--- src/cvs_defines.svh ---
`ifndef CVS_DEFINES_SVH
`define CVS_DEFINES_SVH

// ****************************************
// bus geometry and register offsets
// ****************************************
`define CVS_AW          8
`define CVS_OFF_COMM    8'h00
`define CVS_OFF_MODE    8'h04
`define CVS_OFF_STATUS  8'h08
`define CVS_OFF_DATA    8'h0c
`define CVS_RESP_OKAY   2'h0
`define CVS_RESP_SLVERR 2'h2

// ****************************************
// mode register fields and codes
// ****************************************
`define CVS_MODE_W      7
`define CVS_MODE_RST    7'h01
`define CVS_MD_IDLE     3'h0
`define CVS_MD_CONT     3'h1
`define CVS_MD_SINGLE   3'h2
`define CVS_MD_STANDBY  3'h3
`define CVS_STAT_W      4
`define CVS_DATA_W      24
`define CVS_DATA_RST    24'h000000

// ****************************************
// timing
// ****************************************
`define CVS_CLK_MHZ     25
`define CVS_SETTLE_US   20
`define CVS_UPDATE_US   4
`define CVS_SETTLE_CYC  ((`CVS_SETTLE_US * `CVS_CLK_MHZ + 0) / 1)
`define CVS_UPDATE_CYC  ((`CVS_UPDATE_US * `CVS_CLK_MHZ + 0) / 1)
`define CVS_CNT_W       12

`endif

--- src/cvs_pkg.sv ---
// ****************************************
// shared types
// ****************************************
package cvs_pkg;

    // mode register layout, low bits first from the bottom
    typedef struct packed {
        logic       port_out_bit1;
        logic       port_out_bit0;
        logic       port_output_enable;
        logic       quick_settle;
        logic [2:0] op_mode;
    } cvs_mode_s;

    // status register layout
    typedef struct packed {
        logic in_reset;
        logic standby_flag;
        logic filter_settled_n;
        logic ready_n;
    } cvs_status_s;

    // conversion sequencer states
    typedef enum logic [1:0] {
        CV_HOLD,
        CV_CONV,
        CV_IDLE
    } cvs_conv_e;

endpackage

--- src/cvs_converter_ctrl.sv ---
// The placing of the registers and the AXI4-Lite interface to the registers are this design's own decisions.
`include "cvs_defines.svh"
`timescale 1ns/1ps
`default_nettype none

module cvs_converter_ctrl (
    input  wire logic                   aclk,
    input  wire logic                   aresetn,
    input  wire logic [`CVS_AW-1:0]     s_axi_awaddr,
    input  wire logic                   s_axi_awvalid,
    output var  logic                   s_axi_awready,
    input  wire logic [31:0]            s_axi_wdata,
    input  wire logic [3:0]             s_axi_wstrb,
    input  wire logic                   s_axi_wvalid,
    output var  logic                   s_axi_wready,
    output var  logic [1:0]             s_axi_bresp,
    output var  logic                   s_axi_bvalid,
    input  wire logic                   s_axi_bready,
    input  wire logic [`CVS_AW-1:0]     s_axi_araddr,
    input  wire logic                   s_axi_arvalid,
    output var  logic                   s_axi_arready,
    output var  logic [31:0]            s_axi_rdata,
    output var  logic [1:0]             s_axi_rresp,
    output var  logic                   s_axi_rvalid,
    input  wire logic                   s_axi_rready,
    input  wire logic                   sync_n_pin,
    input  wire logic                   reset_n_pin,
    input  wire logic                   standby_n_pin,
    input  wire logic [`CVS_DATA_W-1:0] sample_in,
    output var  logic                   rdy_n_pin,
    output var  logic [1:0]             port_out,
    output var  logic                   mclk_out
);

    localparam logic [`CVS_CNT_W-1:0] SETTLE_CYC = `CVS_CNT_W'(`CVS_SETTLE_CYC);
    localparam logic [`CVS_CNT_W-1:0] UPDATE_CYC = `CVS_CNT_W'(`CVS_UPDATE_CYC);

    // ****************************************
    // pin synchronisers
    // ****************************************
    logic [2:0] meta_q;
    logic [2:0] pin_q;
    logic [2:0] pin_d1_q;
    logic       sync_rise;
    logic       hw_rst;
    logic       filt_rst;
    logic       standby_flag_act;

    // bit 0 sync, bit 1 reset, bit 2 standby; idle level is high
    always_ff @(posedge aclk) begin
        if (!aresetn) begin
            meta_q   <= 3'h7;
            pin_q    <= 3'h7;
            pin_d1_q <= 3'h7;
        end else begin
            meta_q   <= {standby_n_pin, reset_n_pin, sync_n_pin};
            pin_q    <= meta_q;
            pin_d1_q <= pin_q;
        end
    end

    // edges are taken from the second and third stages, never the first
    assign sync_rise = pin_q[0] & ~pin_d1_q[0];
    assign hw_rst    = ~pin_q[1];
    // a low sync level holds the filter, so the falling edge is covered too
    assign filt_rst  = ~pin_q[0] | hw_rst;

    // ****************************************
    // bus slave channel state
    // ****************************************
    logic               aw_hold_q;
    logic               w_hold_q;
    logic [`CVS_AW-1:0] aw_addr_q;
    logic [31:0]        w_data_q;
    logic [3:0]         w_strb_q;
    logic               aw_take;
    logic               w_take;
    logic               ar_take;
    logic               do_write;
    logic               aw_hold_d;
    logic               w_hold_d;
    logic               bvalid_d;
    logic               rvalid_d;

    logic               comm_seen_q;
    logic               access_ok;
    logic               rd_ok;
    logic               mode_wr;
    logic               start_req;
    logic               data_read;
    logic [31:0]        rd_val;
    logic [1:0]         rd_resp;
    logic [1:0]         wr_resp;

    cvs_pkg::cvs_mode_s   mode_q;
    cvs_pkg::cvs_mode_s   mode_new;
    cvs_pkg::cvs_status_s status;
    logic [`CVS_DATA_W-1:0] data_q;
    logic                 rdy_n_q;
    logic                 settled_n_q;

    assign aw_take   = s_axi_awvalid & s_axi_awready;
    assign w_take    = s_axi_wvalid & s_axi_wready;
    assign ar_take   = s_axi_arvalid & s_axi_arready;
    assign do_write  = aw_hold_q & w_hold_q & ~s_axi_bvalid;
    assign aw_hold_d = (aw_hold_q | aw_take) & ~do_write;
    assign w_hold_d  = (w_hold_q | w_take) & ~do_write;
    assign bvalid_d  = do_write | (s_axi_bvalid & ~s_axi_bready);
    assign rvalid_d  = ar_take | (s_axi_rvalid & ~s_axi_rready);

    // address and data are caught independently, in either order
    always_ff @(posedge aclk) begin
        if (!aresetn) begin
            aw_hold_q     <= 1'b0;
            w_hold_q      <= 1'b0;
            aw_addr_q     <= '0;
            w_data_q      <= 32'h00000000;
            w_strb_q      <= 4'h0;
            s_axi_awready <= 1'b0;
            s_axi_wready  <= 1'b0;
            s_axi_bvalid  <= 1'b0;
        end else begin
            aw_hold_q     <= aw_hold_d;
            w_hold_q      <= w_hold_d;
            s_axi_awready <= ~aw_hold_d & ~bvalid_d;
            s_axi_wready  <= ~w_hold_d & ~bvalid_d;
            s_axi_bvalid  <= bvalid_d;
            if (aw_take) begin
                aw_addr_q <= s_axi_awaddr;
            end
            if (w_take) begin
                w_data_q <= s_axi_wdata;
                w_strb_q <= s_axi_wstrb;
            end
        end
    end

    // write response code, registered with bvalid
    always_ff @(posedge aclk) begin
        if (!aresetn) begin
            s_axi_bresp <= `CVS_RESP_OKAY;
        end else if (do_write) begin
            s_axi_bresp <= wr_resp;
        end
    end

    // ****************************************
    // address decode
    // ****************************************
    // while the reset pin is low every access is answered but has no effect
    assign access_ok = ~hw_rst & comm_seen_q;
    assign mode_new  = cvs_pkg::cvs_mode_s'(w_data_q[`CVS_MODE_W-1:0]);
    assign mode_wr   = do_write & access_ok & w_strb_q[0] &
                       (aw_addr_q == `CVS_OFF_MODE);
    assign start_req = mode_wr & ((mode_new.op_mode == `CVS_MD_CONT) |
                                  (mode_new.op_mode == `CVS_MD_SINGLE));
    assign rd_ok     = ~hw_rst & comm_seen_q;
    assign data_read = ar_take & rd_ok & (s_axi_araddr == `CVS_OFF_DATA);

    // unknown write addresses get an error, read-only ones are dropped quietly
    always_comb begin
        if (aw_addr_q == `CVS_OFF_COMM) begin
            wr_resp = `CVS_RESP_OKAY;
        end else if (aw_addr_q == `CVS_OFF_MODE) begin
            wr_resp = `CVS_RESP_OKAY;
        end else if (aw_addr_q == `CVS_OFF_STATUS) begin
            wr_resp = `CVS_RESP_OKAY;
        end else if (aw_addr_q == `CVS_OFF_DATA) begin
            wr_resp = `CVS_RESP_OKAY;
        end else begin
            wr_resp = `CVS_RESP_SLVERR;
        end
    end

    // read mux; registers stay readable in standby
    always_comb begin
        rd_val  = 32'h00000000;
        rd_resp = `CVS_RESP_OKAY;
        if (s_axi_araddr == `CVS_OFF_COMM) begin
            rd_val = 32'h00000000;
        end else if (s_axi_araddr == `CVS_OFF_MODE) begin
            if (rd_ok) begin
                rd_val = {25'h0000000, mode_q};
            end
        end else if (s_axi_araddr == `CVS_OFF_STATUS) begin
            if (rd_ok) begin
                rd_val = {28'h0000000, status};
            end
        end else if (s_axi_araddr == `CVS_OFF_DATA) begin
            if (rd_ok) begin
                rd_val = {8'h00, data_q};
            end
        end else begin
            rd_resp = `CVS_RESP_SLVERR;
        end
    end

    // read channel: one read in flight, answer one edge after the address
    always_ff @(posedge aclk) begin
        if (!aresetn) begin
            s_axi_arready <= 1'b0;
            s_axi_rvalid  <= 1'b0;
            s_axi_rdata   <= 32'h00000000;
            s_axi_rresp   <= `CVS_RESP_OKAY;
        end else begin
            s_axi_arready <= ~rvalid_d;
            s_axi_rvalid  <= rvalid_d;
            if (ar_take) begin
                s_axi_rdata <= rd_val;
                s_axi_rresp <= rd_resp;
            end
        end
    end

    // the command register must be written before anything else is reached
    always_ff @(posedge aclk) begin
        if (!aresetn || hw_rst) begin
            comm_seen_q <= 1'b0;
        end else if (do_write && aw_addr_q == `CVS_OFF_COMM) begin
            comm_seen_q <= 1'b1;
        end
    end

    // ****************************************
    // conversion sequencer
    // ****************************************
    cvs_pkg::cvs_conv_e     state_q;
    logic [`CVS_CNT_W-1:0]  cnt_q;
    logic [`CVS_CNT_W-1:0]  total_q;
    logic [`CVS_CNT_W-1:0]  period;
    logic                   first_q;
    logic                   one_shot_q;
    logic                   single_run;
    logic                   quick_single;
    logic                   word_due;
    logic                   settled_now;
    logic                   finish;

    assign standby_flag_act     = ~pin_q[2] | (mode_q.op_mode == `CVS_MD_STANDBY);
    assign single_run   = (mode_q.op_mode == `CVS_MD_SINGLE) | one_shot_q;
    assign quick_single = single_run & mode_q.quick_settle;
    // in single runs, quick settle emits early words at the update rate while settling
    assign period       = (first_q && !quick_single) ? SETTLE_CYC : UPDATE_CYC;
    assign word_due     = (state_q == cvs_pkg::CV_CONV) & ~filt_rst & ~standby_flag_act &
                          ~start_req & (cnt_q == period - 1'b1);
    assign settled_now  = (total_q >= SETTLE_CYC - 1'b1);
    assign finish       = word_due & single_run &
                          (~mode_q.quick_settle | settled_now);

    // counts are restarted from the synced sync level, so every device
    // sharing clock and sync lines steps in lock to within one clock
    always_ff @(posedge aclk) begin
        if (!aresetn) begin
            state_q    <= cvs_pkg::CV_HOLD;
            cnt_q      <= '0;
            total_q    <= '0;
            first_q    <= 1'b1;
            one_shot_q <= 1'b0;
        end else if (filt_rst) begin
            state_q    <= cvs_pkg::CV_HOLD;
            cnt_q      <= '0;
            total_q    <= '0;
            first_q    <= 1'b1;
            one_shot_q <= hw_rst ? 1'b0 : one_shot_q;
        end else if (standby_flag_act) begin
            // frozen in place so leaving standby resumes where it stopped
            state_q    <= state_q;
        end else if (start_req) begin
            state_q    <= cvs_pkg::CV_CONV;
            cnt_q      <= '0;
            total_q    <= '0;
            first_q    <= 1'b1;
            one_shot_q <= 1'b0;
        end else begin
            case (state_q)
                cvs_pkg::CV_HOLD: begin
                    // release from reset starts gathering on this edge
                    state_q    <= cvs_pkg::CV_CONV;
                    cnt_q      <= '0;
                    total_q    <= '0;
                    first_q    <= 1'b1;
                    one_shot_q <= (mode_q.op_mode == `CVS_MD_IDLE);
                end
                cvs_pkg::CV_CONV: begin
                    if (mode_q.op_mode == `CVS_MD_IDLE && !one_shot_q) begin
                        state_q <= cvs_pkg::CV_IDLE;
                    end else if (finish) begin
                        state_q    <= cvs_pkg::CV_IDLE;
                        one_shot_q <= 1'b0;
                    end
                    cnt_q <= word_due ? '0 : cnt_q + 1'b1;
                    if (!settled_now) begin
                        total_q <= total_q + 1'b1;
                    end
                    if (word_due) begin
                        first_q <= 1'b0;
                    end
                end
                cvs_pkg::CV_IDLE: begin
                    state_q <= cvs_pkg::CV_IDLE;
                end
                default: begin
                    state_q <= cvs_pkg::CV_HOLD;
                end
            endcase
        end
    end

    // ****************************************
    // registers and indicators
    // ****************************************
    // bus write beats the automatic return to idle in the same cycle
    always_ff @(posedge aclk) begin
        if (!aresetn || hw_rst) begin
            mode_q <= cvs_pkg::cvs_mode_s'(`CVS_MODE_RST);
        end else if (mode_wr) begin
            mode_q <= mode_new;
        end else if (finish && mode_q.op_mode == `CVS_MD_SINGLE) begin
            mode_q.op_mode <= `CVS_MD_IDLE;
        end
    end

    // data word; sync leaves it alone, only the reset pin clears it
    always_ff @(posedge aclk) begin
        if (!aresetn || hw_rst) begin
            data_q <= `CVS_DATA_RST;
        end else if (word_due) begin
            data_q <= sample_in;
        end
    end

    // ready: a new word wins over the clear caused by reading the data
    always_ff @(posedge aclk) begin
        if (!aresetn || hw_rst) begin
            rdy_n_q <= 1'b1;
        end else if (standby_flag_act) begin
            rdy_n_q <= 1'b1;
        end else if (word_due) begin
            rdy_n_q <= 1'b0;
        end else if (data_read) begin
            rdy_n_q <= 1'b1;
        end
    end

    // settled flag drops only on a word produced after full settling
    always_ff @(posedge aclk) begin
        if (!aresetn || hw_rst) begin
            settled_n_q <= 1'b1;
        end else if (standby_flag_act || filt_rst || start_req) begin
            settled_n_q <= 1'b1;
        end else if (word_due && settled_now) begin
            settled_n_q <= 1'b0;
        end
    end

    assign status.ready_n          = rdy_n_q;
    assign status.filter_settled_n = settled_n_q;
    assign status.standby_flag     = standby_flag_act;
    assign status.in_reset         = filt_rst;
    assign rdy_n_pin               = rdy_n_q;

    // ****************************************
    // port pins and clock output
    // ****************************************
    // port pins read low while the output enable is clear
    always_ff @(posedge aclk) begin
        if (!aresetn) begin
            port_out <= 2'h0;
        end else if (mode_q.port_output_enable) begin
            port_out <= {mode_q.port_out_bit1, mode_q.port_out_bit0};
        end else begin
            port_out <= 2'h0;
        end
    end

    // divided copy of the clock; ignores reset pin and standby on purpose
    always_ff @(posedge aclk) begin
        if (!aresetn) begin
            mclk_out <= 1'b0;
        end else begin
            mclk_out <= ~mclk_out;
        end
    end

endmodule

`default_nettype wire

--- config.mk ---
export PLATFORM = sky130hd
export DESIGN_NAME = cvs_converter_ctrl
export DESIGN_NICKNAME = d
export VERILOG_FILES = /design/src/cvs_pkg.sv /design/src/cvs_converter_ctrl.sv
export VERILOG_INCLUDE_DIRS = /design/src /design/src/src
export SDC_FILE = /design/constraint.sdc
export NUM_CORES = 1
export LEC_CHECK = 0
export BUFFER_PORTS_ARGS = -buffer_cell sky130_fd_sc_hd__clkbuf_2
export CAP_MARGIN = 30
export CORE_MARGIN = 4
export CORE_UTILIZATION = 53
export DETAILED_ROUTE_END_ITERATION = 7
export PLACE_DENSITY = 0.86
export SYNTH_ARGS = -nofsm -noshare
export SYNTH_HDL_FRONTEND = slang
export SYNTH_SLANG_ARGS = --single-unit
--- constraint.sdc ---
create_clock -name aclk -period 2.7 [get_ports aclk]
set_input_delay 0.135 -clock aclk [delete_from_list [all_inputs] [get_ports aclk]]
set_output_delay 0.135 -clock aclk [all_outputs]
set_load 0.02 [all_outputs]
==> run_results.csv <==
group,metric,value,unit
worst_setup_path,critical_path.max_fanout,24,
logic_synthesis,ys_seq_area_frac,0.460,
logic_synthesis,synth_xor_area_frac,0.00168,
clock_network,cts_sinks,120,
logic_synthesis,ys_ff_latch,120,
worst_setup_path,cpMaxStageDelayCell,"nor4_1",
final_layout,syn_to_final_growth,31.4,%
logic_synthesis,synth.top_cells.by_area,"dfxtp_1, a21oi_1, nand3_1",
clock_network,clockRootBuffer,"clkbuf_8",
global_route,antenna_found_initial,0,
drt,drcViolationCount,0,
timing,period_minus_slack,2.59,ns
final_layout,drive_gt1_frac,0.194,
drt,vias,5630,
final_layout,utilization,0.730,
logic_synthesis,yosys_warnings,0,
final_layout,final_cell_mix,"dfxtp_1, clkbuf_2, a21oi_1, nand2_1, dlygate4sd3_1",
global_route,grt_busiest_layer,"met2",
logic_synthesis,synth_top_area_share,0.460,
die,core,9420,um2
clock_network,clockBufferDepth,2,
logic_synthesis,ys_async_sr_fraction,0,
worst_setup_path,crit_chain,"nand2_1 > nor4_1 > a21boi_1 > buf_4 > or4_1 > a21oi_1",
timing,worst_pin_slew,0.811,ns
flow_run,cap_viol_max_count,0,
hold_path,min_path_type,"in2reg",
power_and_ir_drop,ir_worst_vdd,0.000444,V
logic_synthesis,synthMuxAreaShare,0.0237,
power_and_ir_drop,leakage,2.67,nW
logic_synthesis,synthAdderAreaFrac,0.0120,
worst_setup_path,r2r_slack,0.11,ns
worst_setup_path,start_kind,"register",
drt,ant_nets,0,
die,chipHeight,107,um
timing,rsz0062_at_grt,"false",
placed_design,io_buffers,92,
worst_setup_path,r2r_end,"cnt_q[11]$_SDFFE_PP0P_",
logic_synthesis,synth_edf_count,0,
logic_synthesis,syn_area_per_cell,8.50,um2
placed_design,pre_cts_slack,0.285,ns
hold_path,holdPathStages,2,
final_layout,multi_input_area,2590,um2
final_layout,seqCellArea,2400,um2
global_route,met2_usage,0.499,
global_route,grt_use_total,0.293,
final_layout,layout.cells.non_filler,901,
global_route,grt-ovfl-total,0,
global_route,met1_usage,0.322,
worst_setup_path,ff2ff_path_depth,6,
die,die_w,107,um
worst_setup_path,rr_startpoint,"pin_q[1]$_SDFF_PN1_",
timing,finalWorstSetupSlack,0.106,ns
timing,setup_tns,0,ns
logic_synthesis,synth-simple-area-share,0.224,
timing,fmax,385,MHz
timing,period_share,0.961,
worst_setup_path,arrival,3.04,ns
placed_design,gp_congestion,0.939,
drt,wl_per_cell,18.7,um
die,initial_core_util,0.555,
placed_design,dpl.cell_count,812,
global_route,grt_max_degree,47,
worst_setup_path,critPathCaptureType,"register",
clock_network,cts_tree,"built",
clock_network,h-tree-depth,4,
logic_synthesis,yosys.area.top_type,"dfxtp_1",
final_layout,layout_commonest_cell,"dfxtp_1",
clock_network,clk_latency,0.53,ns
drt,via_per_inst,6.25,
logic_synthesis,synth_compound_area_frac,0.226,
power_and_ir_drop,p_per_area,655,nW/um2
timing,max_slew_margin,0.459,
logic_synthesis,synthCells,615,
global_route,grt_pass1_wl,26700,um
final_layout,fillers,628,
logic_synthesis,yosysUniqueCellTypes,64,
clock_network,cts_buffers,17,
die,die_area,11500,um2
worst_setup_path,crit_type,"reg2reg",
timing,skew,0.0154,ns
clock_network,post_cts_buffers,0,
worst_setup_path,crit_path_max_incr_delay,0.66,ns
worst_setup_path,required,3.14,ns
clock_network,clkTransAtPathRegs,0.06,ns
logic_synthesis,syn_area,5230,um2
logic_synthesis,synthFlopType,"dfxtp_1",
drt,drt-initial-drc-count,620,
die,io_pins,131,
timing,finalSetupViolations,0,
drt,drt_pass1_iterations,6,
drt,drt-total-wl,16900,um
timing,maxSlewViolCount,0,
run_status,status,"completed",
global_route,grt_pass1_vias,5529,
worst_setup_path,crit_end,"cnt_q[11]$_SDFFE_PP0P_",
clock_network,ctsResizeCount,0,
worst_setup_path,cp-startpoint,"pin_q[1]$_SDFF_PN1_",
placed_design,hpwl,9330,um
die,fp-row-count,35,
global_route,grtUsageMet3,0.0654,
timing,hold_violations,0,
logic_synthesis,synth_top_family_by_area,"compound AO/OA/AOI/OAI gates",
final_layout,nNetsFinal,847,
## cell type report
class	instances	area share
sequential	120	0.350
multi-input combinational	445	0.377
clock buffer	18	0.0608
inverter	12	0.00656
antenna	3	0.00109
tap	129	0.0235
clock inverter	14	0.0204
timing repair buffer	160	0.161
## power breakdown
part / switching, W / internal, W
sequential: 0.0000386 / 0.00181
clock: 0.000908 / 0.00124
combinational: 0.000306 / 0.000196
## critical path: cells and delay by family (launching register included)
family,cells,cell delay (ns)
simple gates,3,1.47
flops,1,0.45
compound gates,2,0.35
buf+inv,1,0.24
## through the flow
stage	hold WS (ns)	power (W)	area (um2)
3_3_place_gp	0.324	0.00228	5760
4_1_cts	0.0151	0.00446	6860
6_report	0.0210	0.00450	6870
3_5_place_dp	0.332	0.00229	5760
2_1_floorplan	0.208	0.00218	5260
5_1_grt	0.0517	0.00463	6860
## how the worst min path moves through the flow
stage	end	start	slack (ns)
finish	pin_q[0]$_SDFF_PN1_	aresetn	0.02
global route	meta_q[1]$_SDFF_PN1_	aresetn	0.05
CTS	pin_q[0]$_SDFF_PN1_	aresetn	0.02
detailed placement	meta_q[0]$_SDFF_PN1_	sync_n_pin	0.33
global placement	meta_q[1]$_SDFF_PN1_	reset_n_pin	0.32
floorplan	pin_q[0]$_SDFF_PN1_	aresetn	0.21
## sequential cells by signal, indices dropped and copies added, names as in the netlist, 2 cells and up
register     count
port_out         2
state_q          2
mode_q           7
meta_q           3
s_axi_rdata     24
pin_q            3
total_q         12
cnt_q           12
data_q          24
aw_addr_q        8
w_data_q         7
## synth_stat cells (all sizes together) (4+ instances only)
cell type  number
clkbuf         28
o211ai         10
nor3           11
and3            8
nand2          57
o31ai           5
nor2           46
buf            19
dfxtp         120
a22oi          18
or3             7
nand2b         13
nor4            8
and2            6
nand4           8
mux2i           9
a21boi          4
inv            12
a21oi          69
a21o            4
nand3          48
o21ai          42
ha              5
or4             8
## cell families after synthesis
logic type      after synthesis
other cells                   1
mux                          12
compound gates              187
buf+inv                      59
simple gates                230
fa+ha+maj                     5
flops                       120
xor+xnor                      1
## routing by layer
layer  wire length [um]  vias up
li1                   -     2519
met1               6100     2630
met2               8430      369
met3               1300      112
met4               1020        0
met5                  0        -
## repair_timing
action                                 4_1_cts  5_1_grt
hold buffers                                54        0
endpoints found under the hold margin       47        0
setup endpoints to repair                    0        0
Note: power is estimated with default switching activity, not from simulation.
